===== config.mk =====
export PLATFORM = sky130hd
export DESIGN_NAME = shc_standby_ctrl
export DESIGN_NICKNAME = d
export VERILOG_FILES = /design/src/common/shc_pkg.sv /design/src/verilog/shc_standby_ctrl.sv
export SDC_FILE = /design/constraint.sdc
export NUM_CORES = 1
export LEC_CHECK = 0
export BUFFER_PORTS_ARGS = -buffer_cell sky130_fd_sc_hd__buf_2
export CAP_MARGIN = 20
export CORE_ASPECT_RATIO = 1.75
export CORE_UTILIZATION = 41
export DETAILED_ROUTE_END_ITERATION = 6
export PLACE_DENSITY = 0.8
export SLEW_MARGIN = 20
export SYNTH_ARGS = -nofsm -noshare
export SYNTH_HDL_FRONTEND = slang
export SYNTH_SLANG_ARGS = --single-unit
export TNS_END_PERCENT = 1

===== constraint.sdc =====
create_clock -name SYS_CLK_I -period 2.2 [get_ports SYS_CLK_I]
set_clock_uncertainty 0.05 [all_clocks]
set_input_delay 0.44 -clock SYS_CLK_I [delete_from_list [all_inputs] [get_ports SYS_CLK_I]]
set_output_delay 0.44 -clock SYS_CLK_I [all_outputs]
set_load 0.03 [all_outputs]

===== src/common/shc_pkg.sv =====
package shc_pkg;

  // ----------------------------------------------------------------
  // Register map (word byte addresses)
  // ----------------------------------------------------------------
  localparam logic [3:0] ADDR_CTRL = 4'h0;
  localparam logic [3:0] ADDR_STAT = 4'h4;
  localparam logic [3:0] ADDR_CNT = 4'h8;

  // CTRL fields
  localparam int CTRL_OSC_KEEP = 0;
  localparam int CTRL_LOWPWR = 1;
  localparam int CTRL_CLKOUT_SUB = 2;
  localparam int CTRL_RESET_VAL = 0;

  // Option byte fields
  localparam int OPT_WDT_STBY = 0;
  localparam int OPT_WDT_EN = 4;

  // ----------------------------------------------------------------
  // Clock sources
  // ----------------------------------------------------------------
  localparam logic [2:0] SRC_FIH = 3'h0;
  localparam logic [2:0] SRC_FX = 3'h1;
  localparam logic [2:0] SRC_FEX = 3'h2;
  localparam logic [2:0] SRC_FXT = 3'h3;
  localparam logic [2:0] SRC_FEXS = 3'h4;

  // ----------------------------------------------------------------
  // Release waits, in clocks (maximum of each printed range)
  // ----------------------------------------------------------------
  localparam logic [3:0] WAIT_VEC_LP0 = 4'hb;
  localparam logic [3:0] WAIT_VEC_LP1 = 4'hc;
  localparam logic [3:0] WAIT_RES_LP0 = 4'h5;
  localparam logic [3:0] WAIT_RES_LP1 = 4'h6;
  localparam logic [3:0] WAIT_MAIN = 4'ha;
  localparam logic [3:0] WAIT_STOP = 4'h7;

  typedef enum logic [1:0] {
    ST_RUN = 2'b00,
    ST_HALT = 2'b01,
    ST_STOP = 2'b11,
    ST_WAKE = 2'b10
  } shc_state_e;

endpackage


===== src/verilog/shc_standby_ctrl.sv =====
`timescale 1ns/1ps
// Overview of operation
// - Halt instruction enters halt from any clock
// - Pending unmasked interrupt blocks halt entry
// - CPU clock gated in halt and stop
// - Active oscillator runs, unused main sources off
// - Subclock and port latches held in halt
// - Slow oscillator from keep bit or option
// - RAM off in halt except DMA
// - CRC runs in halt only via DMA
// - Subclock halt: peripherals need low-power bit zero
// - Unmasked interrupt releases halt
// - Vector if acknowledge enabled, else resume
// - Subclock vectored wait 10-11 or 11-12
// - Subclock resume wait 4-5 or 5-6
// - Reset ends halt like normal reset
// - Stop only from main clock sources
// - Pending interrupt clears stop at once
// - Stop halts main sources, holds subclock
// - Timer-triggered conversion wakes converter to snooze
// - Only two serial channels wake in stop
// - I2C address match wakes from stop
// - Stop clock output needs subclock and bit zero
module shc_standby_ctrl
  import shc_pkg::*;
#(
  parameter int NUM_IRQ = 8
)
(
  // Clock and reset
  input wire logic SYS_CLK_I,
  input wire logic RESETN_I,
  // Avalon-MM slave
  input wire logic [3:0] AVS_ADDRESS_I,
  input wire logic AVS_READ_I,
  input wire logic AVS_WRITE_I,
  input wire logic [31:0] AVS_WRITEDATA_I,
  output logic [31:0] AVS_READDATA_O,
  output logic AVS_WAITREQUEST_O,
  // CPU and interrupt controller
  input wire logic HALT_REQ_I,
  input wire logic STOP_REQ_I,
  input wire logic IE_I,
  input wire logic [NUM_IRQ-1:0] IRQ_MASK_I,
  input wire logic [NUM_IRQ-1:0] IRQ_FLAG_I,
  input wire logic [2:0] CLK_SRC_I,
  input wire logic [7:0] OPTION_BYTE_I,
  input wire logic DMA_ACTIVE_I,
  input wire logic CRC_RAM_I,
  // Snooze wake sources and I2C stop release
  input wire logic ADC_TRIG_I,
  input wire logic CSI_RX_I,
  input wire logic UART_RX_I,
  input wire logic I2C_ADDR_MATCH_I,
  // Clock and function enables
  output logic CPU_CLK_EN_O,
  output logic FIH_EN_O,
  output logic FX_EN_O,
  output logic FEX_EN_O,
  output logic SUBCLK_HOLD_O,
  output logic PORT_HOLD_O,
  output logic FIL_EN_O,
  output logic RAM_EN_O,
  output logic CRC_EN_O,
  output logic PERIPH_EN_O,
  output logic CLKOUT_EN_O,
  output logic SAU_OTHER_EN_O,
  output logic SNOOZE_O,
  // Wake results
  output logic VECTOR_O,
  output logic RESUME_O
);

  // ----------------------------------------------------------------
  // State and registers
  // ----------------------------------------------------------------
  shc_state_e state_q, state_d;
  logic [2:0] ctrl_q;
  logic [3:0] cnt_q, cnt_d;
  logic vec_q, vec_d;
  logic ack_q;

  // ----------------------------------------------------------------
  // Decode
  // ----------------------------------------------------------------
  wire logic pend = |(~IRQ_MASK_I & IRQ_FLAG_I);
  wire logic on_sub = (CLK_SRC_I == SRC_FXT) || (CLK_SRC_I == SRC_FEXS);
  wire logic on_main = (CLK_SRC_I == SRC_FIH) || (CLK_SRC_I == SRC_FX) || (CLK_SRC_I == SRC_FEX);
  wire logic lowpwr = ctrl_q[CTRL_LOWPWR];
  wire logic halt_go = HALT_REQ_I && !pend;
  wire logic stop_go = STOP_REQ_I && on_main && !HALT_REQ_I;
  wire logic [3:0] wait_halt = !on_sub ? WAIT_MAIN
                             : IE_I ? (lowpwr ? WAIT_VEC_LP1 : WAIT_VEC_LP0)
                             : (lowpwr ? WAIT_RES_LP1 : WAIT_RES_LP0);
  wire logic in_halt = state_d == ST_HALT;
  wire logic in_stop = state_d == ST_STOP;
  wire logic stby = in_halt || in_stop;
  wire logic snooze_req = in_stop && (ADC_TRIG_I || CSI_RX_I || UART_RX_I);
  wire logic fil_on = ctrl_q[CTRL_OSC_KEEP]
                   || (OPTION_BYTE_I[OPT_WDT_EN] && OPTION_BYTE_I[OPT_WDT_STBY]);
  wire logic bus_req = (AVS_READ_I || AVS_WRITE_I) && !ack_q;
  wire logic [31:0] rd_mux = (AVS_ADDRESS_I == ADDR_CTRL) ? {29'h0, ctrl_q}
                           : (AVS_ADDRESS_I == ADDR_STAT) ? {29'h0, vec_q, state_q}
                           : (AVS_ADDRESS_I == ADDR_CNT) ? {28'h0, cnt_q}
                           : 32'h0;

  // ----------------------------------------------------------------
  // Next state
  // ----------------------------------------------------------------
  always_comb
  begin
    state_d = state_q;
    cnt_d = cnt_q;
    vec_d = vec_q;
    case (state_q)
      ST_RUN:
      begin
        if (halt_go)
        begin
          state_d = ST_HALT;
        end
        else if (stop_go)
        begin
          if (pend)
          begin
            state_d = ST_WAKE;
            cnt_d = WAIT_STOP;
            vec_d = IE_I;
          end
          else
          begin
            state_d = ST_STOP;
          end
        end
      end
      ST_HALT:
      begin
        if (pend)
        begin
          state_d = ST_WAKE;
          cnt_d = wait_halt;
          vec_d = IE_I;
        end
      end
      ST_STOP:
      begin
        if (pend || I2C_ADDR_MATCH_I)
        begin
          state_d = ST_WAKE;
          cnt_d = WAIT_STOP;
          vec_d = IE_I;
        end
      end
      ST_WAKE:
      begin
        if (cnt_q <= 4'h1)
        begin
          state_d = ST_RUN;
          cnt_d = 4'h0;
        end
        else
        begin
          cnt_d = cnt_q - 4'h1;
        end
      end
      default:
      begin
        state_d = ST_RUN;
      end
    endcase
  end

  // ----------------------------------------------------------------
  // Sequencer and outputs
  // ----------------------------------------------------------------
  always_ff @(posedge SYS_CLK_I)
  begin
    if (!RESETN_I)
    begin
      state_q <= ST_RUN;
      cnt_q <= 4'h0;
      vec_q <= 1'b0;
      CPU_CLK_EN_O <= 1'b1;
      FIH_EN_O <= 1'b1;
      FX_EN_O <= 1'b0;
      FEX_EN_O <= 1'b0;
      SUBCLK_HOLD_O <= 1'b0;
      PORT_HOLD_O <= 1'b0;
      FIL_EN_O <= 1'b1;
      RAM_EN_O <= 1'b1;
      CRC_EN_O <= 1'b1;
      PERIPH_EN_O <= 1'b1;
      CLKOUT_EN_O <= 1'b1;
      SAU_OTHER_EN_O <= 1'b1;
      SNOOZE_O <= 1'b0;
      VECTOR_O <= 1'b0;
      RESUME_O <= 1'b0;
    end
    else
    begin
      state_q <= state_d;
      cnt_q <= cnt_d;
      vec_q <= vec_d;
      CPU_CLK_EN_O <= !stby;
      FIH_EN_O <= in_stop ? 1'b0 : (!stby || CLK_SRC_I == SRC_FIH);
      FX_EN_O <= in_stop ? 1'b0 : (CLK_SRC_I == SRC_FX);
      FEX_EN_O <= in_stop ? 1'b0 : (CLK_SRC_I == SRC_FEX);
      SUBCLK_HOLD_O <= stby;
      PORT_HOLD_O <= stby;
      FIL_EN_O <= !stby || fil_on;
      RAM_EN_O <= !stby || DMA_ACTIVE_I;
      CRC_EN_O <= !stby || (in_halt && DMA_ACTIVE_I && CRC_RAM_I);
      PERIPH_EN_O <= !stby || (in_halt && (!on_sub || !lowpwr));
      CLKOUT_EN_O <= !stby || (in_halt && (!on_sub || !lowpwr))
                  || (in_stop && ctrl_q[CTRL_CLKOUT_SUB] && !lowpwr);
      SAU_OTHER_EN_O <= !in_stop && (!in_halt || !on_sub || !lowpwr);
      SNOOZE_O <= snooze_req;
      VECTOR_O <= (state_q == ST_WAKE) && (state_d == ST_RUN) && vec_q;
      RESUME_O <= (state_q == ST_WAKE) && (state_d == ST_RUN) && !vec_q;
    end
  end

  // ----------------------------------------------------------------
  // Avalon slave: one wait cycle, then acknowledge
  // ----------------------------------------------------------------
  always_ff @(posedge SYS_CLK_I)
  begin
    if (!RESETN_I)
    begin
      ctrl_q <= CTRL_RESET_VAL[2:0];
      ack_q <= 1'b0;
      AVS_WAITREQUEST_O <= 1'b1;
      AVS_READDATA_O <= 32'h0;
    end
    else
    begin
      ack_q <= bus_req;
      AVS_WAITREQUEST_O <= !bus_req;
      AVS_READDATA_O <= rd_mux;
      if (bus_req && AVS_WRITE_I && AVS_ADDRESS_I == ADDR_CTRL)
      begin
        ctrl_q <= AVS_WRITEDATA_I[2:0];
      end
    end
  end

  // ----------------------------------------------------------------
  // Checks
  // ----------------------------------------------------------------
  AST_HALT_ENTER: assert property (@(posedge SYS_CLK_I) disable iff (!RESETN_I)
    (state_q == ST_RUN && HALT_REQ_I && !pend) |=> state_q == ST_HALT)
    else $error("halt not entered");
  AST_HALT_BLOCK: assert property (@(posedge SYS_CLK_I) disable iff (!RESETN_I)
    (state_q == ST_RUN && pend) |=> state_q != ST_HALT)
    else $error("halt entered with pending irq");
  AST_CPU_GATE: assert property (@(posedge SYS_CLK_I) disable iff (!RESETN_I)
    (state_q == ST_HALT || state_q == ST_STOP) |-> !CPU_CLK_EN_O)
    else $error("cpu clock running in standby");
  AST_STOP_MAIN: assert property (@(posedge SYS_CLK_I) disable iff (!RESETN_I)
    state_q == ST_STOP |-> !FIH_EN_O && !FX_EN_O && !FEX_EN_O)
    else $error("main osc running in stop");
  AST_HALT_WAKE: assert property (@(posedge SYS_CLK_I) disable iff (!RESETN_I)
    (state_q == ST_HALT && pend) |=> state_q == ST_WAKE)
    else $error("halt not released");
  AST_STOP_SUB: assert property (@(posedge SYS_CLK_I) disable iff (!RESETN_I)
    (state_q == ST_RUN && on_sub && !HALT_REQ_I) |=> state_q != ST_STOP)
    else $error("stop from subclock");
  AST_SUB_VEC_WAIT: assert property (@(posedge SYS_CLK_I) disable iff (!RESETN_I)
    (state_q == ST_HALT && pend && on_sub && IE_I && !lowpwr) |=> ##11 VECTOR_O)
    else $error("vectored wait wrong");
  AST_SUB_RES_WAIT: assert property (@(posedge SYS_CLK_I) disable iff (!RESETN_I)
    (state_q == ST_HALT && pend && on_sub && !IE_I && lowpwr) |=> ##6 RESUME_O)
    else $error("resume wait wrong");
  AST_RAM: assert property (@(posedge SYS_CLK_I) disable iff (!RESETN_I)
    (state_q == ST_HALT && $past(state_q) == ST_HALT && !$past(DMA_ACTIVE_I)) |-> !RAM_EN_O)
    else $error("ram active in halt");
  AST_RESET: assert property (@(posedge SYS_CLK_I)
    !RESETN_I |=> state_q == ST_RUN && CPU_CLK_EN_O)
    else $error("reset not to run");
  AST_STOP_ENTER: assert property (@(posedge SYS_CLK_I) disable iff (!RESETN_I)
    (state_q == ST_RUN && STOP_REQ_I && on_main && !HALT_REQ_I && !pend) |=> state_q == ST_STOP)
    else $error("stop not entered");
  AST_STOP_PEND: assert property (@(posedge SYS_CLK_I) disable iff (!RESETN_I)
    (state_q == ST_RUN && STOP_REQ_I && on_main && !HALT_REQ_I && pend) |=> state_q == ST_WAKE && cnt_q == WAIT_STOP)
    else $error("stop not cleared at once");
  AST_STOP_WAKE: assert property (@(posedge SYS_CLK_I) disable iff (!RESETN_I)
    (state_q == ST_STOP && (pend || I2C_ADDR_MATCH_I)) |=> state_q == ST_WAKE)
    else $error("stop not released");
  AST_HALT_STAY: assert property (@(posedge SYS_CLK_I) disable iff (!RESETN_I)
    (state_q == ST_HALT && !pend) |=> state_q == ST_HALT)
    else $error("halt left without request");
  AST_HOLD: assert property (@(posedge SYS_CLK_I) disable iff (!RESETN_I)
    (state_q == ST_HALT || state_q == ST_STOP) |-> SUBCLK_HOLD_O && PORT_HOLD_O)
    else $error("holds released in standby");
  AST_STOP_HOLD: assert property (@(posedge SYS_CLK_I) disable iff (!RESETN_I)
    state_q == ST_STOP |-> SUBCLK_HOLD_O)
    else $error("subclock not held in stop");
  AST_HALT_FX: assert property (@(posedge SYS_CLK_I) disable iff (!RESETN_I)
    (state_q == ST_HALT && $past(CLK_SRC_I) == SRC_FX) |-> FX_EN_O && !FIH_EN_O && !FEX_EN_O)
    else $error("wrong main osc in halt");
  AST_HALT_SUB_OSC: assert property (@(posedge SYS_CLK_I) disable iff (!RESETN_I)
    (state_q == ST_HALT && $past(on_sub)) |-> !FIH_EN_O && !FX_EN_O && !FEX_EN_O)
    else $error("main osc running in subclock halt");
  AST_FIL: assert property (@(posedge SYS_CLK_I) disable iff (!RESETN_I)
    (state_q == ST_HALT || state_q == ST_STOP) |-> FIL_EN_O == ($past(ctrl_q[CTRL_OSC_KEEP])
    || ($past(OPTION_BYTE_I[OPT_WDT_EN]) && $past(OPTION_BYTE_I[OPT_WDT_STBY]))))
    else $error("slow osc enable wrong");
  AST_RAM_DMA: assert property (@(posedge SYS_CLK_I) disable iff (!RESETN_I)
    state_q == ST_HALT |-> RAM_EN_O == $past(DMA_ACTIVE_I))
    else $error("ram enable wrong in halt");
  AST_CRC: assert property (@(posedge SYS_CLK_I) disable iff (!RESETN_I)
    state_q == ST_HALT |-> CRC_EN_O == ($past(DMA_ACTIVE_I) && $past(CRC_RAM_I)))
    else $error("crc enable wrong in halt");
  AST_PERIPH: assert property (@(posedge SYS_CLK_I) disable iff (!RESETN_I)
    (state_q == ST_HALT && $past(on_sub)) |-> PERIPH_EN_O == !$past(lowpwr))
    else $error("peripheral enable wrong");
  AST_SAU_STOP: assert property (@(posedge SYS_CLK_I) disable iff (!RESETN_I)
    state_q == ST_STOP |-> !SAU_OTHER_EN_O)
    else $error("serial channels running in stop");
  AST_SNOOZE: assert property (@(posedge SYS_CLK_I) disable iff (!RESETN_I)
    (state_q == ST_STOP && !pend && !I2C_ADDR_MATCH_I && (ADC_TRIG_I || CSI_RX_I || UART_RX_I)) |=> SNOOZE_O)
    else $error("snooze not raised");
  AST_CLKOUT_STOP: assert property (@(posedge SYS_CLK_I) disable iff (!RESETN_I)
    state_q == ST_STOP |-> CLKOUT_EN_O == ($past(ctrl_q[CTRL_CLKOUT_SUB]) && !$past(lowpwr)))
    else $error("clock output enable wrong in stop");

  // ----------------------------------------------------------------
  // Checks: wake timing
  // ----------------------------------------------------------------
  // Pulses are registered, so they land one clock after the count ends
  AST_WAKE_VEC: assert property (@(posedge SYS_CLK_I) disable iff (!RESETN_I)
    (state_q == ST_WAKE && cnt_q <= 4'h1 && vec_q) |=> VECTOR_O && !RESUME_O)
    else $error("vector pulse missing");
  AST_WAKE_RESUME: assert property (@(posedge SYS_CLK_I) disable iff (!RESETN_I)
    (state_q == ST_WAKE && cnt_q <= 4'h1 && !vec_q) |=> RESUME_O && !VECTOR_O)
    else $error("resume pulse missing");
  AST_WAKE_COUNT: assert property (@(posedge SYS_CLK_I) disable iff (!RESETN_I)
    (state_q == ST_WAKE && cnt_q > 4'h1) |=> state_q == ST_WAKE && cnt_q == $past(cnt_q) - 4'h1)
    else $error("wake count skipped");
  AST_WAKE_CPU: assert property (@(posedge SYS_CLK_I) disable iff (!RESETN_I)
    state_q == ST_WAKE |-> CPU_CLK_EN_O)
    else $error("cpu clock off after release");
  AST_SUB_VEC_LP1: assert property (@(posedge SYS_CLK_I) disable iff (!RESETN_I)
    (state_q == ST_HALT && pend && on_sub && IE_I && lowpwr) |=> ##12 VECTOR_O)
    else $error("low power vectored wait wrong");
  AST_SUB_RES_LP0: assert property (@(posedge SYS_CLK_I) disable iff (!RESETN_I)
    (state_q == ST_HALT && pend && on_sub && !IE_I && !lowpwr) |=> ##5 RESUME_O)
    else $error("resume wait wrong at full power");

  // ----------------------------------------------------------------
  // Checks: register bus
  // ----------------------------------------------------------------
  // One wait state only; a slower answer would stall the master
  AST_BUS_ACK: assert property (@(posedge SYS_CLK_I) disable iff (!RESETN_I)
    ((AVS_READ_I || AVS_WRITE_I) && !ack_q) |=> !AVS_WAITREQUEST_O)
    else $error("bus not acknowledged");
  AST_BUS_ONE: assert property (@(posedge SYS_CLK_I) disable iff (!RESETN_I)
    !AVS_WAITREQUEST_O |=> AVS_WAITREQUEST_O)
    else $error("acknowledge longer than one cycle");
  AST_CTRL_WRITE: assert property (@(posedge SYS_CLK_I) disable iff (!RESETN_I)
    (bus_req && AVS_WRITE_I && AVS_ADDRESS_I == ADDR_CTRL) |=> ctrl_q == $past(AVS_WRITEDATA_I[2:0]))
    else $error("control write lost");

  COV_HALT: cover property (@(posedge SYS_CLK_I) disable iff (!RESETN_I)
    state_q == ST_HALT ##1 state_q == ST_WAKE);
  COV_STOP: cover property (@(posedge SYS_CLK_I) disable iff (!RESETN_I)
    state_q == ST_STOP ##1 state_q == ST_WAKE);
  COV_VEC: cover property (@(posedge SYS_CLK_I) disable iff (!RESETN_I) VECTOR_O);
  COV_RESUME: cover property (@(posedge SYS_CLK_I) disable iff (!RESETN_I) RESUME_O);
  COV_SNOOZE: cover property (@(posedge SYS_CLK_I) disable iff (!RESETN_I) SNOOZE_O);

endmodule

* After elaboration in Yosys (flattened, before gate mapping) *
Index checks and enable logic that the tools add are counted.

cells by class
  reductions and logical operators = 56
  $lt $le $gt $ge = 1
  $add $sub $neg = 1
  muxes and demuxes = 27
  bitwise logic cells = 4
  equality and inequality tests = 16

operator list
  operator                                                                          count
  4-bit two-way mux                                                                 8
  1-bit logical OR                                                                  18
  1-bit logical AND                                                                 17
  4-bit one-hot mux with 4 select lines                                             1
  2-bit two-way mux                                                                 6
  3-bit two-way mux                                                                 4
  1-bit zero test                                                                   10
  2-bit inequality test, second input constant                                      5
  8-bit AND                                                                         1
  8-bit inverter                                                                    1
  2-bit one-hot mux with 4 select lines                                             1
  8-bit OR reduction                                                                1
  2-bit == test, second input constant                                              3
  3-bit by 2-bit == test with 1-bit output, second input constant                   2
  1-bit two-way mux                                                                 6
  5-bit AND reduction                                                               1
  2-bit by 1-bit == test with 1-bit output, second input constant                   2
  4-bit by 3-bit == test with 1-bit output, second input constant                   1
  4-bit == test, second input constant                                              1
  4-bit by 1-bit less-or-equal comparator with 1-bit output, second input constant  1
  2-bit zero test                                                                   2
  4-bit zero test                                                                   1
  4-bit AND reduction                                                               1
  4-bit OR reduction                                                                1
  9 further kinds                                                                   10

word-level totals
  bits in registers = 58

* Logic depth before layout (Yosys ltp) *
Gate-level depths: netlist of the first run.

  depth after elaboration = 13
  mapped depth = 8
  gate-level depth less buffers = 7

* Worst setup path after synthesis of the first run *
Ideal clock, no wire load.

  path type = register to register
  start point = register PORT_HOLD_O (netlist name)
  end point = register FEX_EN_O
  data arrival time = 1.891 ns
  buffers on the path = 0
  period minus slack after synthesis = 2.054 ns
  library setup time = 0.112 ns
  cell stages (with the launch flop) = 7
  setup slack = 0.146 ns
  cells stage by stage = dfxtp_1 inv_1 ha_1 o31ai_1 a32o_2 nor2_2 a2111oi_1

RTL lines
  element                 line                     source
  end signal: assignment  shc_standby_ctrl.sv:207  FEX_EN_O <= in_stop ? 1'b0 : (CLK_SRC_I == SRC_FEX);
  end: declaration        shc_standby_ctrl.sv:59   output logic FEX_EN_O,

* Worst setup path after layout of the first run *
  start point = register cnt_q[1]
  end point = register CLKOUT_EN_O

between the ends
  longest elaborated chain between the ends = 8

ends and longest elaborated chain
  element                                                                           line                                            source
  start: declaration                                                                shc_standby_ctrl.sv:79                          logic [3:0] cnt_q, cnt_d;
  start signal: assignment                                                          shc_standby_ctrl.sv:202                         cnt_q <= cnt_d;
  4-bit by 1-bit less-or-equal comparator with 1-bit output (*)                     shc_standby_ctrl.sv:156                         if (cnt_q <= 4'h1)
  2-bit two-way mux (*)                                                             shc_standby_ctrl.sv:156
  2-bit one-hot mux with 4 select lines (*)                                         shc_standby_ctrl.sv:115                         case (state_q)
  2-bit by 1-bit == test with 1-bit output / 2-bit == test (equally long branches)  shc_standby_ctrl.sv:95, shc_standby_ctrl.sv:96
  1-bit logical OR                                                                  shc_standby_ctrl.sv:97                          wire logic stby = in_halt || in_stop;
  1-bit zero test                                                                   shc_standby_ctrl.sv:214                         CLKOUT_EN_O <= !stby || (in_halt && (!on_sub || !lowpwr))
  1-bit logical OR                                                                  shc_standby_ctrl.sv:214
  1-bit logical OR (*)                                                              shc_standby_ctrl.sv:215                         || (in_stop && ctrl_q[CTRL_CLKOUT_SUB] && !lowpwr);
  end signal: assignment                                                            shc_standby_ctrl.sv:214
  end: declaration                                                                  shc_standby_ctrl.sv:66                          output logic CLKOUT_EN_O,

Every way passes the cells marked *; elsewhere a longest branch is shown, timed or not.
A chain may end at the register's enable or synchronous reset.

==> results of run 1 <==
==> synth_stat cells (all sizes together) <==
cell     count
and4         1
and2         2
o211a        2
nor4         2
ha           8
and2b        3
o31a         1
o32ai        1
or2b         2
nor3         5
mux2         2
a21boi       2
a21oi        6
a31oi        2
o2111ai      1
or3          3
and3         1
o21a         1
nor2        18
a32o         1
clkbuf       3
inv         16
o21ai        5
dfxtp       29
nand3        3
o311ai       1
a311oi       1
nand3b       1
nand4b       1
xnor2        1
nand2b       2
nor4b        1
o211ai       3
a2111oi      4
nor2b        6
mux2i       10
nand2       14
conb         1
o31ai        3
buf         30
==> metrics by stage <==
stage | cells | util | hold slack, ns
detailed placement | 314 | 0.504 | 0.380
CTS | 322 | 0.528 | 0.306
global route | 322 | 0.530 | 0.319
finish | 322 | 0.530 | 0.314
global placement | 314 | 0.504 | 0.374
floorplan | 226 | - | 0.363
==> final timing paths <==
check	start	end	slack (ns)	cells past startpoint
max	cnt_q[1]	CLKOUT_EN_O	0.18	9
max reg2reg	cnt_q[1]	CLKOUT_EN_O	0.18	9
min reg2reg	ack_q	ack_q	0.39	1
min	DMA_ACTIVE_I	RAM_EN_O	0.31	2
==> area by class of cell <==
cell class,count,area (um2),share of cell area
clock buffers,7,96.3,0.0438
well taps,49,61.3,0.0279
repair buffers,72,390,0.178
multi-input cells,148,1000,0.456
flip-flops and latches,29,582,0.265
clock inverters,1,5.00,0.00228
inverters,16,60.1,0.0273
==> routing by layer <==
metal	global-route usage	part of all wire	routed length, um
met5	0	0	0
met2	0.342	0.57	2170
met3	0.0272	0.063	240
met1	0.170	0.35	1360
met4	0.0860	0.017	65
==> power groups by stage <==
stage	logic [mW]	clock network, mW	registers (mW)
after floorplan	0.398	0	0.634
after global placement	0.549	0	0.606
after detailed placement	0.558	0	0.608
after CTS	0.567	0.487	0.596
after global routing	0.629	0.514	0.604
final	0.570	0.474	0.598
==> worst max-delay path, delay by kind of cell, from the launching register on <==
kind	cells	cell delay (ns)
buffers and inverters	3	0.45
AOI/OAI and AO/OA	3	0.43
DFF	1	0.37
muxes	1	0.28
adders and majority gates	1	0.21
and+or+nand+nor	1	0.11
==> kinds of logic (layout without fill, tap and decap cells) <==
family / after synthesis / after routing
compound gates: 34 / 34
xor+xnor: 1 / 1
simple gates: 65 / 65
mux: 12 / 12
flops: 29 / 29
buf+inv: 49 / 96
other cells: 1 / 28
fa+ha+maj: 8 / 8
==> impl_metrics.py, run 1 <==
metrics = {
    "power": {
        "ir_drop_mv": 0.549,
        "pwr-share-comb": 0.347,
        "p_sw_frac": 0.345,
        "p_seq_frac": 0.364,
        "p_int_mw": 1.08,
        "p_leak_nw": 1.08,
        "power_frac_clock": 0.289,
        "power_mw": 1.64,
        "p_switching_uw": 566,
        "powerDensity_nw_per_um2": 747,
    },
    "route": {
        "vias": 1565,
        "drt-initial-drc-count": 22,
        "wirelength_mm": 3.83,
        "ant_nets": 0,
        "vias_per_cell": 4.86,
        "post_drt_wl_per_cell_um": 11.9,
        "drc": 0,
        "dr.pass1.iters": 4,
    },
    "synth": {
        "synth_fa_ha_area_frac": 0.0563,
        "synth_xor_area_frac": 0.00493,
        "ys_ff_latch": 29,
        "postSynthAreaPerCell_um2": 8.93,
        "synthTopCellsByArea": "dfxtp_1, buf_4, ha_1",
        "synth_top_area_cell": "dfxtp_1",
        "synth.distinct_cells": 48,
        "synthSimpleGateAreaFrac": 0.201,
        "ys_seq_area_frac": 0.327,
        "syn_area_um2": 1780,
        "synth_mux_area_frac": 0.0690,
        "synth_top_family_by_area": "simple AND/OR/NAND/NOR gates",
        "syn_inst": 199,
        "yosysWarnings": 0,
        "synth_compound_area_frac": 0.171,
        "yosys.area.top_type_share": 0.327,
    },
    "timing": {
        "hold_violations": 0,
        "period_needed_ns": 2.02,
        "post-route-period-util": 0.919,
        "fin_ws_ns": 0.179,
        "drv_slew": 0,
        "rsz0062_at_grt": "no",
        "setup-violations-final": 0,
        "max_freq_mhz": 495,
        "setup_tns_ns": 0,
    },
    "die": {
        "rows": 31,
        "core_um2": 4150,
        "ioPinCount": 124,
        "start_util": 0.428,
        "die_h_um": 89.1,
        "die-area_um2": 4610,
        "die_width_um": 51.8,
    },
    "place": {
        "place_ws_ns": 0.0702,
        "placed_area_um2": 2090,
        "post-dp-hpwl_mm": 2.98,
        "gp_congestion": 0.922,
        "io_buffer_count": 60,
    },
    "hold_path": {
        "hold_path.class": "in2reg",
    },
    "final_layout": {
        "area_growth_pct": 23.6,
        "final_cell_mix": "buf_2, dfxtp_1, conb_1",
        "n_fill_cell": 405,
        "final_common_cell": "buf_2",
        "antenna-diode-count": 0,
        "reg_top3": "AVS_READDATA_O: 4 flops, cnt_q: 4 flops, ctrl_q: 3 flops",
        "final_area_um2": 2200,
        "nets": 356,
        "layout-drive-gt1-share": 0.352,
    },
    "cts": {
        "cts_setup_buffers": 0,
        "clkSlewWorstSetupHoldPaths_ns": 0.06,
        "cts_made_buffers": 5,
        "clockBufferDepth": 2,
        "clock_tree.root_cell": "clkbuf_8",
        "clock_sinks": 29,
        "post_cts_resized": 0,
        "cts_tree": "done",
        "ctsHoldBuffers": 0,
        "cts.htree.levels": 2,
        "clk_latency_ns": 0.27,
    },
    "status": {
        "status": "finished, final reports clean",
    },
    "setup_path": {
        "path_max_fanout": 8,
        "cp_common_cell": "buf_4",
        "critPathLaunchType": "flip-flop",
        "end_kind": "flip-flop",
        "slowest_delay_ns": 0.37,
        "crit_path_top_delay_cell": "dfxtp_1",
        "cp_data_arrival_time_ns": 2.11,
        "crit_type": "reg2reg",
        "cp_data_required_time_ns": 2.29,
        "path_cells": "inv_1 > ha_1 > nor2_1 > o31ai_1 > buf_4 > mux2_2 > o32ai_4 > buf_4 > o2111ai_1",
    },
    "grt": {
        "grt_pass1_wl_mm": 6.07,
        "grt_max_degree": 14,
        "grt_pass1_vias": 1468,
        "global_route.usage.total": 0.175,
        "grt-ovfl-total": 0,
        "antenna_found_initial": 0,
    },
    "run": {
        "cap_violations": 0,
    },
}
Note: power is estimated with default switching activity, not from simulation.
==> inputs of run 2 (changes only) <==
--- a/config.mk
+++ b/config.mk
@@ -8,9 +8,10 @@
 export BUFFER_PORTS_ARGS = -buffer_cell sky130_fd_sc_hd__buf_2
 export CAP_MARGIN = 20
 export CORE_ASPECT_RATIO = 1.75
-export CORE_UTILIZATION = 41
+export CORE_UTILIZATION = 43
+export CTS_BUF_LIST = sky130_fd_sc_hd__clkbuf_8
 export DETAILED_ROUTE_END_ITERATION = 6
-export PLACE_DENSITY = 0.8
+export PLACE_DENSITY = 0.83
 export SLEW_MARGIN = 20
 export SYNTH_ARGS = -nofsm -noshare
 export SYNTH_HDL_FRONTEND = slang
==> impl_metrics.py, run 2 (same netlist as run 1, synthesis figures left out) <==
metrics = {
    "route": {
        "vias_per_cell": 4.94,
        "drc": 0,
        "post_drt_wl_per_cell_um": 11.9,
        "vias": 1565,
        "ant_nets": 0,
        "wirelength_mm": 3.79,
        "dr.pass1.iters": 4,
        "drt-initial-drc-count": 40,
    },
    "cts": {
        "ctsHoldBuffers": 0,
        "clock_sinks": 29,
        "clockBufferDepth": 2,
        "cts.htree.levels": 2,
        "cts_made_buffers": 5,
        "cts_tree": "done",
        "clk_latency_ns": 0.28,
        "clock_tree.root_cell": "clkbuf_8",
        "cts_setup_buffers": 0,
        "clkSlewWorstSetupHoldPaths_ns": 0.06,
    },
    "grt": {
        "grt_pass1_vias": 1395,
        "grt_max_degree": 19,
        "antenna_found_initial": 0,
        "grt-ovfl-total": 0,
        "global_route.usage.total": 0.183,
        "grt_pass1_wl_mm": 6.02,
    },
    "timing": {
        "setup_tns_ns": 0,
        "drv_slew": 0,
        "max_freq_mhz": 503,
        "rsz0062_at_grt": "no",
        "post-route-period-util": 0.905,
        "period_needed_ns": 1.99,
        "setup-violations-final": 0,
        "hold_violations": 0,
        "fin_ws_ns": 0.210,
    },
    "die": {
        "die_width_um": 50.6,
        "start_util": 0.455,
        "ioPinCount": 124,
        "die_h_um": 87.1,
        "rows": 30,
        "die-area_um2": 4410,
        "core_um2": 3900,
    },
    "status": {
        "status": "finished, final reports clean",
    },
    "setup_path": {
        "cp_data_required_time_ns": 2.34,
        "path_cells": "inv_1 > ha_1 > nor2_1 > o31ai_2 > mux2_2 > o32ai_4 > buf_4 > nor4_1",
        "crit_path_top_delay_cell": "o31ai_2",
        "path_max_fanout": 6,
        "critPathLaunchType": "flip-flop",
        "end_kind": "flip-flop",
        "cp_data_arrival_time_ns": 2.13,
        "critPathTopFamily": "compound AO/OA/AOI/OAI gates",
        "critPathBufInv": 2,
        "crit_type": "reg2reg",
        "slowest_delay_ns": 0.38,
    },
    "final_layout": {
        "final_common_cell": "buf_2",
        "antenna-diode-count": 0,
        "area_growth_pct": 20.8,
        "final_cell_mix": "buf_2, dfxtp_1, conb_1",
        "nets": 352,
        "instances_no_fill": 317,
        "layout-drive-gt1-share": 0.338,
        "final_util": 0.550,
        "reg_top3": "AVS_READDATA_O: 4 flops, cnt_q: 4 flops, ctrl_q: 3 flops",
    },
    "power": {
        "p_leak_nw": 1.05,
        "powerDensity_nw_per_um2": 720,
        "ir_drop_mv": 0.574,
    },
    "place": {
        "place_ws_ns": 0.0727,
        "post-dp-hpwl_mm": 3.03,
        "gp_congestion": 0.836,
        "place_inst": 309,
        "io_buffer_count": 60,
    },
    "run": {
        "cap_violations": 0,
    },
    "hold_path": {
        "hold_path.class": "in2reg",
    },
}
[run 2: final timing paths]
path	startpoint	endpoint	slack, ns	cells after the start
min	DMA_ACTIVE_I	RAM_EN_O	0.31	2
min reg2reg	ack_q	ack_q	0.40	1
max	cnt_q[0]	VECTOR_O	0.21	8
max reg2reg	cnt_q[0]	VECTOR_O	0.21	8
[run 2: timing repair]
action,4_1_cts,5_1_grt
endpoints found under the hold margin,0,0
resized for setup,0,2
endpoints found under the setup margin,0,6
[run 2: area by class of cell]
type / count / area (um2)
fill: 379 / 1760
multi-input combinational: 148 / 1000
sequential: 29 / 582
timing repair buffer: 68 / 360
clock buffer: 5 / 68.8
inverter: 16 / 60.1
tap: 48 / 60.1
clock inverter: 3 / 13.8
[run 2: report_power, final]
group          leakage (nW)  total [mW]  internal, mW  switching, mW
logic                 0.769       0.529         0.203          0.326
registers             0.236       0.605         0.566         0.0389
clock network        0.0491       0.412         0.214          0.198
[run 2: per-layer routing]
layer | routed length (um) | vias to the layer above | part of all wire | GRT usage
met2 | 2100 | 68 | 0.55 | 0.337
met3 | 237 | 8 | 0.063 | 0.0279
li1 | - | 763 | - | -
met1 | 1360 | 726 | 0.36 | 0.182
met4 | 93 | 0 | 0.025 | 0.121
met5 | 0 | - | 0 | 0
[run 2: through the flow]
stage                     hold slack (ns)  cell area [um2]  total power, mW
after global routing                0.307             2150             1.64
after detailed placement            0.390             2060             1.13
after CTS                           0.299             2140             1.55
after floorplan                     0.363             1880             1.03
final                               0.305             2150             1.55
after global placement              0.375             2060             1.12
==> inputs of run 3 (changes only) <==
--- a/config.mk
+++ b/config.mk
@@ -11,7 +11,8 @@
 export CORE_UTILIZATION = 43
 export CTS_BUF_LIST = sky130_fd_sc_hd__clkbuf_8
 export DETAILED_ROUTE_END_ITERATION = 6
-export PLACE_DENSITY = 0.83
+export PLACE_DENSITY = 0.84
+export SETUP_SLACK_MARGIN = 0.05
 export SLEW_MARGIN = 20
 export SYNTH_ARGS = -nofsm -noshare
 export SYNTH_HDL_FRONTEND = slang
==> impl_metrics.py, run 3 (same netlist as run 1, synthesis figures left out) <==
metrics = {
    "place": {
        "gp_congestion": 0.891,
        "place_ws_ns": 0.0895,
        "io_buffer_count": 60,
        "place_inst": 311,
        "post-dp-hpwl_mm": 2.99,
    },
    "final_layout": {
        "reg_top3": "AVS_READDATA_O: 4 flops, cnt_q: 4 flops, ctrl_q: 3 flops",
        "multi_input_area_um2": 998,
        "area_growth_pct": 21.4,
        "final_common_cell": "buf_2",
        "final_cell_mix": "buf_2, dfxtp_1, conb_1",
        "n_fill_cell": 369,
        "ff_latch_area_um2": 582,
        "antenna-diode-count": 0,
        "instances_no_fill": 319,
        "final_util": 0.553,
        "layout-drive-gt1-share": 0.339,
        "nets": 354,
    },
    "timing": {
        "max_freq_mhz": 501,
        "rsz0062_at_grt": "yes",
        "post-route-period-util": 0.907,
        "setup-violations-final": 0,
        "period_needed_ns": 1.99,
        "drv_slew": 0,
        "fin_ws_ns": 0.205,
        "hold_violations": 0,
        "setup_tns_ns": 0,
    },
    "setup_path": {
        "cp_data_arrival_time_ns": 2.08,
        "end_kind": "flip-flop",
        "r2r_setup_slack_ns": 0.21,
        "r2r-start": "cnt_q[1]",
        "r2r_cells": 9,
        "crit_type": "reg2reg",
        "cp_data_required_time_ns": 2.29,
        "critPathLaunchType": "flip-flop",
        "rr_endpoint": "CLKOUT_EN_O",
        "path_max_fanout": 7,
    },
    "cts": {
        "clock_sinks": 29,
        "clkSlewWorstSetupHoldPaths_ns": 0.07,
        "ctsHoldBuffers": 0,
        "cts_setup_buffers": 0,
        "clk_latency_ns": 0.29,
        "clock_tree.root_cell": "clkbuf_8",
        "cts_made_buffers": 5,
        "cts.htree.levels": 2,
        "clockBufferDepth": 2,
        "post_cts_resized": 0,
        "cts_tree": "done",
    },
    "route": {
        "vias_per_cell": 4.82,
        "drc": 0,
        "ant_nets": 0,
        "wirelength_mm": 3.71,
        "dr.pass1.iters": 4,
        "post_drt_wl_per_cell_um": 11.6,
        "drt-initial-drc-count": 39,
        "vias": 1539,
    },
    "status": {
        "status": "finished, final reports clean",
    },
    "hold_path": {
        "holdCritStartpoint": "DMA_ACTIVE_I",
        "holdPathStages": 2,
        "hold_path.class": "in2reg",
        "min_to": "RAM_EN_O",
    },
    "die": {
        "die_h_um": 87.1,
        "rows": 30,
        "start_util": 0.455,
        "core_um2": 3900,
        "die-area_um2": 4410,
        "die_width_um": 50.6,
        "ioPinCount": 124,
    },
    "power": {
        "p_leak_nw": 1.07,
        "powerDensity_nw_per_um2": 724,
        "ir_drop_mv": 0.568,
    },
    "grt": {
        "global_route.usage.total": 0.186,
        "grt-ovfl-total": 0,
        "grt_pass1_wl_mm": 6.22,
        "grt_pass1_vias": 1499,
        "antenna_found_initial": 0,
        "grt_max_degree": 16,
    },
    "run": {
        "cap_violations": 0,
    },
}
[run 3: cell types whose count changed in the layout (fill, tap and decap cells not counted), sizes merged]
| cell | delta |
|---|---|
| buf | +2 |
[run 3: worst max-delay path, stage by stage, from the launching register on]
cell	delay (ns)
dfxtp_1	0.37
inv_1	0.08
ha_1	0.22
nor2_1	0.12
o31ai_1	0.07
buf_4	0.15
mux2_2	0.28
o32ai_4	0.20
buf_4	0.21
o2111ai_1	0.10
[run 3: worst max-delay path by stage]
| stage | start | depth (start not counted) | slack [ns] | endpoint |
|---|---|---|---|---|
| final | cnt_q[1] | 9 | 0.21 | CLKOUT_EN_O |
| after CTS | state_q[1] | 7 | 0.12 | VECTOR_O |
| after detailed placement | IRQ_FLAG_I[0] | 7 | 0.09 | CLKOUT_EN_O |
| after global placement | IRQ_FLAG_I[0] | 7 | 0.12 | CLKOUT_EN_O |
| after global routing | cnt_q[1] | 9 | 0.008 | CLKOUT_EN_O |
| after floorplan | PORT_HOLD_O | 6 | 0.15 | FEX_EN_O |
[run 3: area by class of cell]
cell class | instances | area share
Clock buffer | 5 | 0.0319
Timing Repair Buffer | 70 | 0.174
Inverter | 16 | 0.0278
Multi-Input combinational cell | 148 | 0.463
Sequential cell | 29 | 0.270
Clock inverter | 3 | 0.00638
Tap cell | 48 | 0.0278
[run 3: metrics by stage]
step / instance area [um2] / total power [mW] / hold slack [ns]
after floorplan: 1880 / 1.03 / 0.363
after global placement: 2070 / 1.14 / 0.375
after detailed placement: 2070 / 1.15 / 0.379
after CTS: 2160 / 1.57 / 0.299
after global routing: 2160 / 1.67 / 0.301
final: 2160 / 1.56 / 0.306
[run 3: power by group]
part           switching, mW  internal (mW)
registers             0.0322          0.566
clock network          0.202          0.214
logic                  0.333          0.215
total                  0.567          0.995
[run 3: per-layer routing]
layer  up-vias  part of all wire  GRT usage
met5         -                 0          0
met4         0             0.023      0.131
met3         7             0.056     0.0332
met2        60              0.57      0.344
met1       705              0.35      0.178
li1        767                 -          -
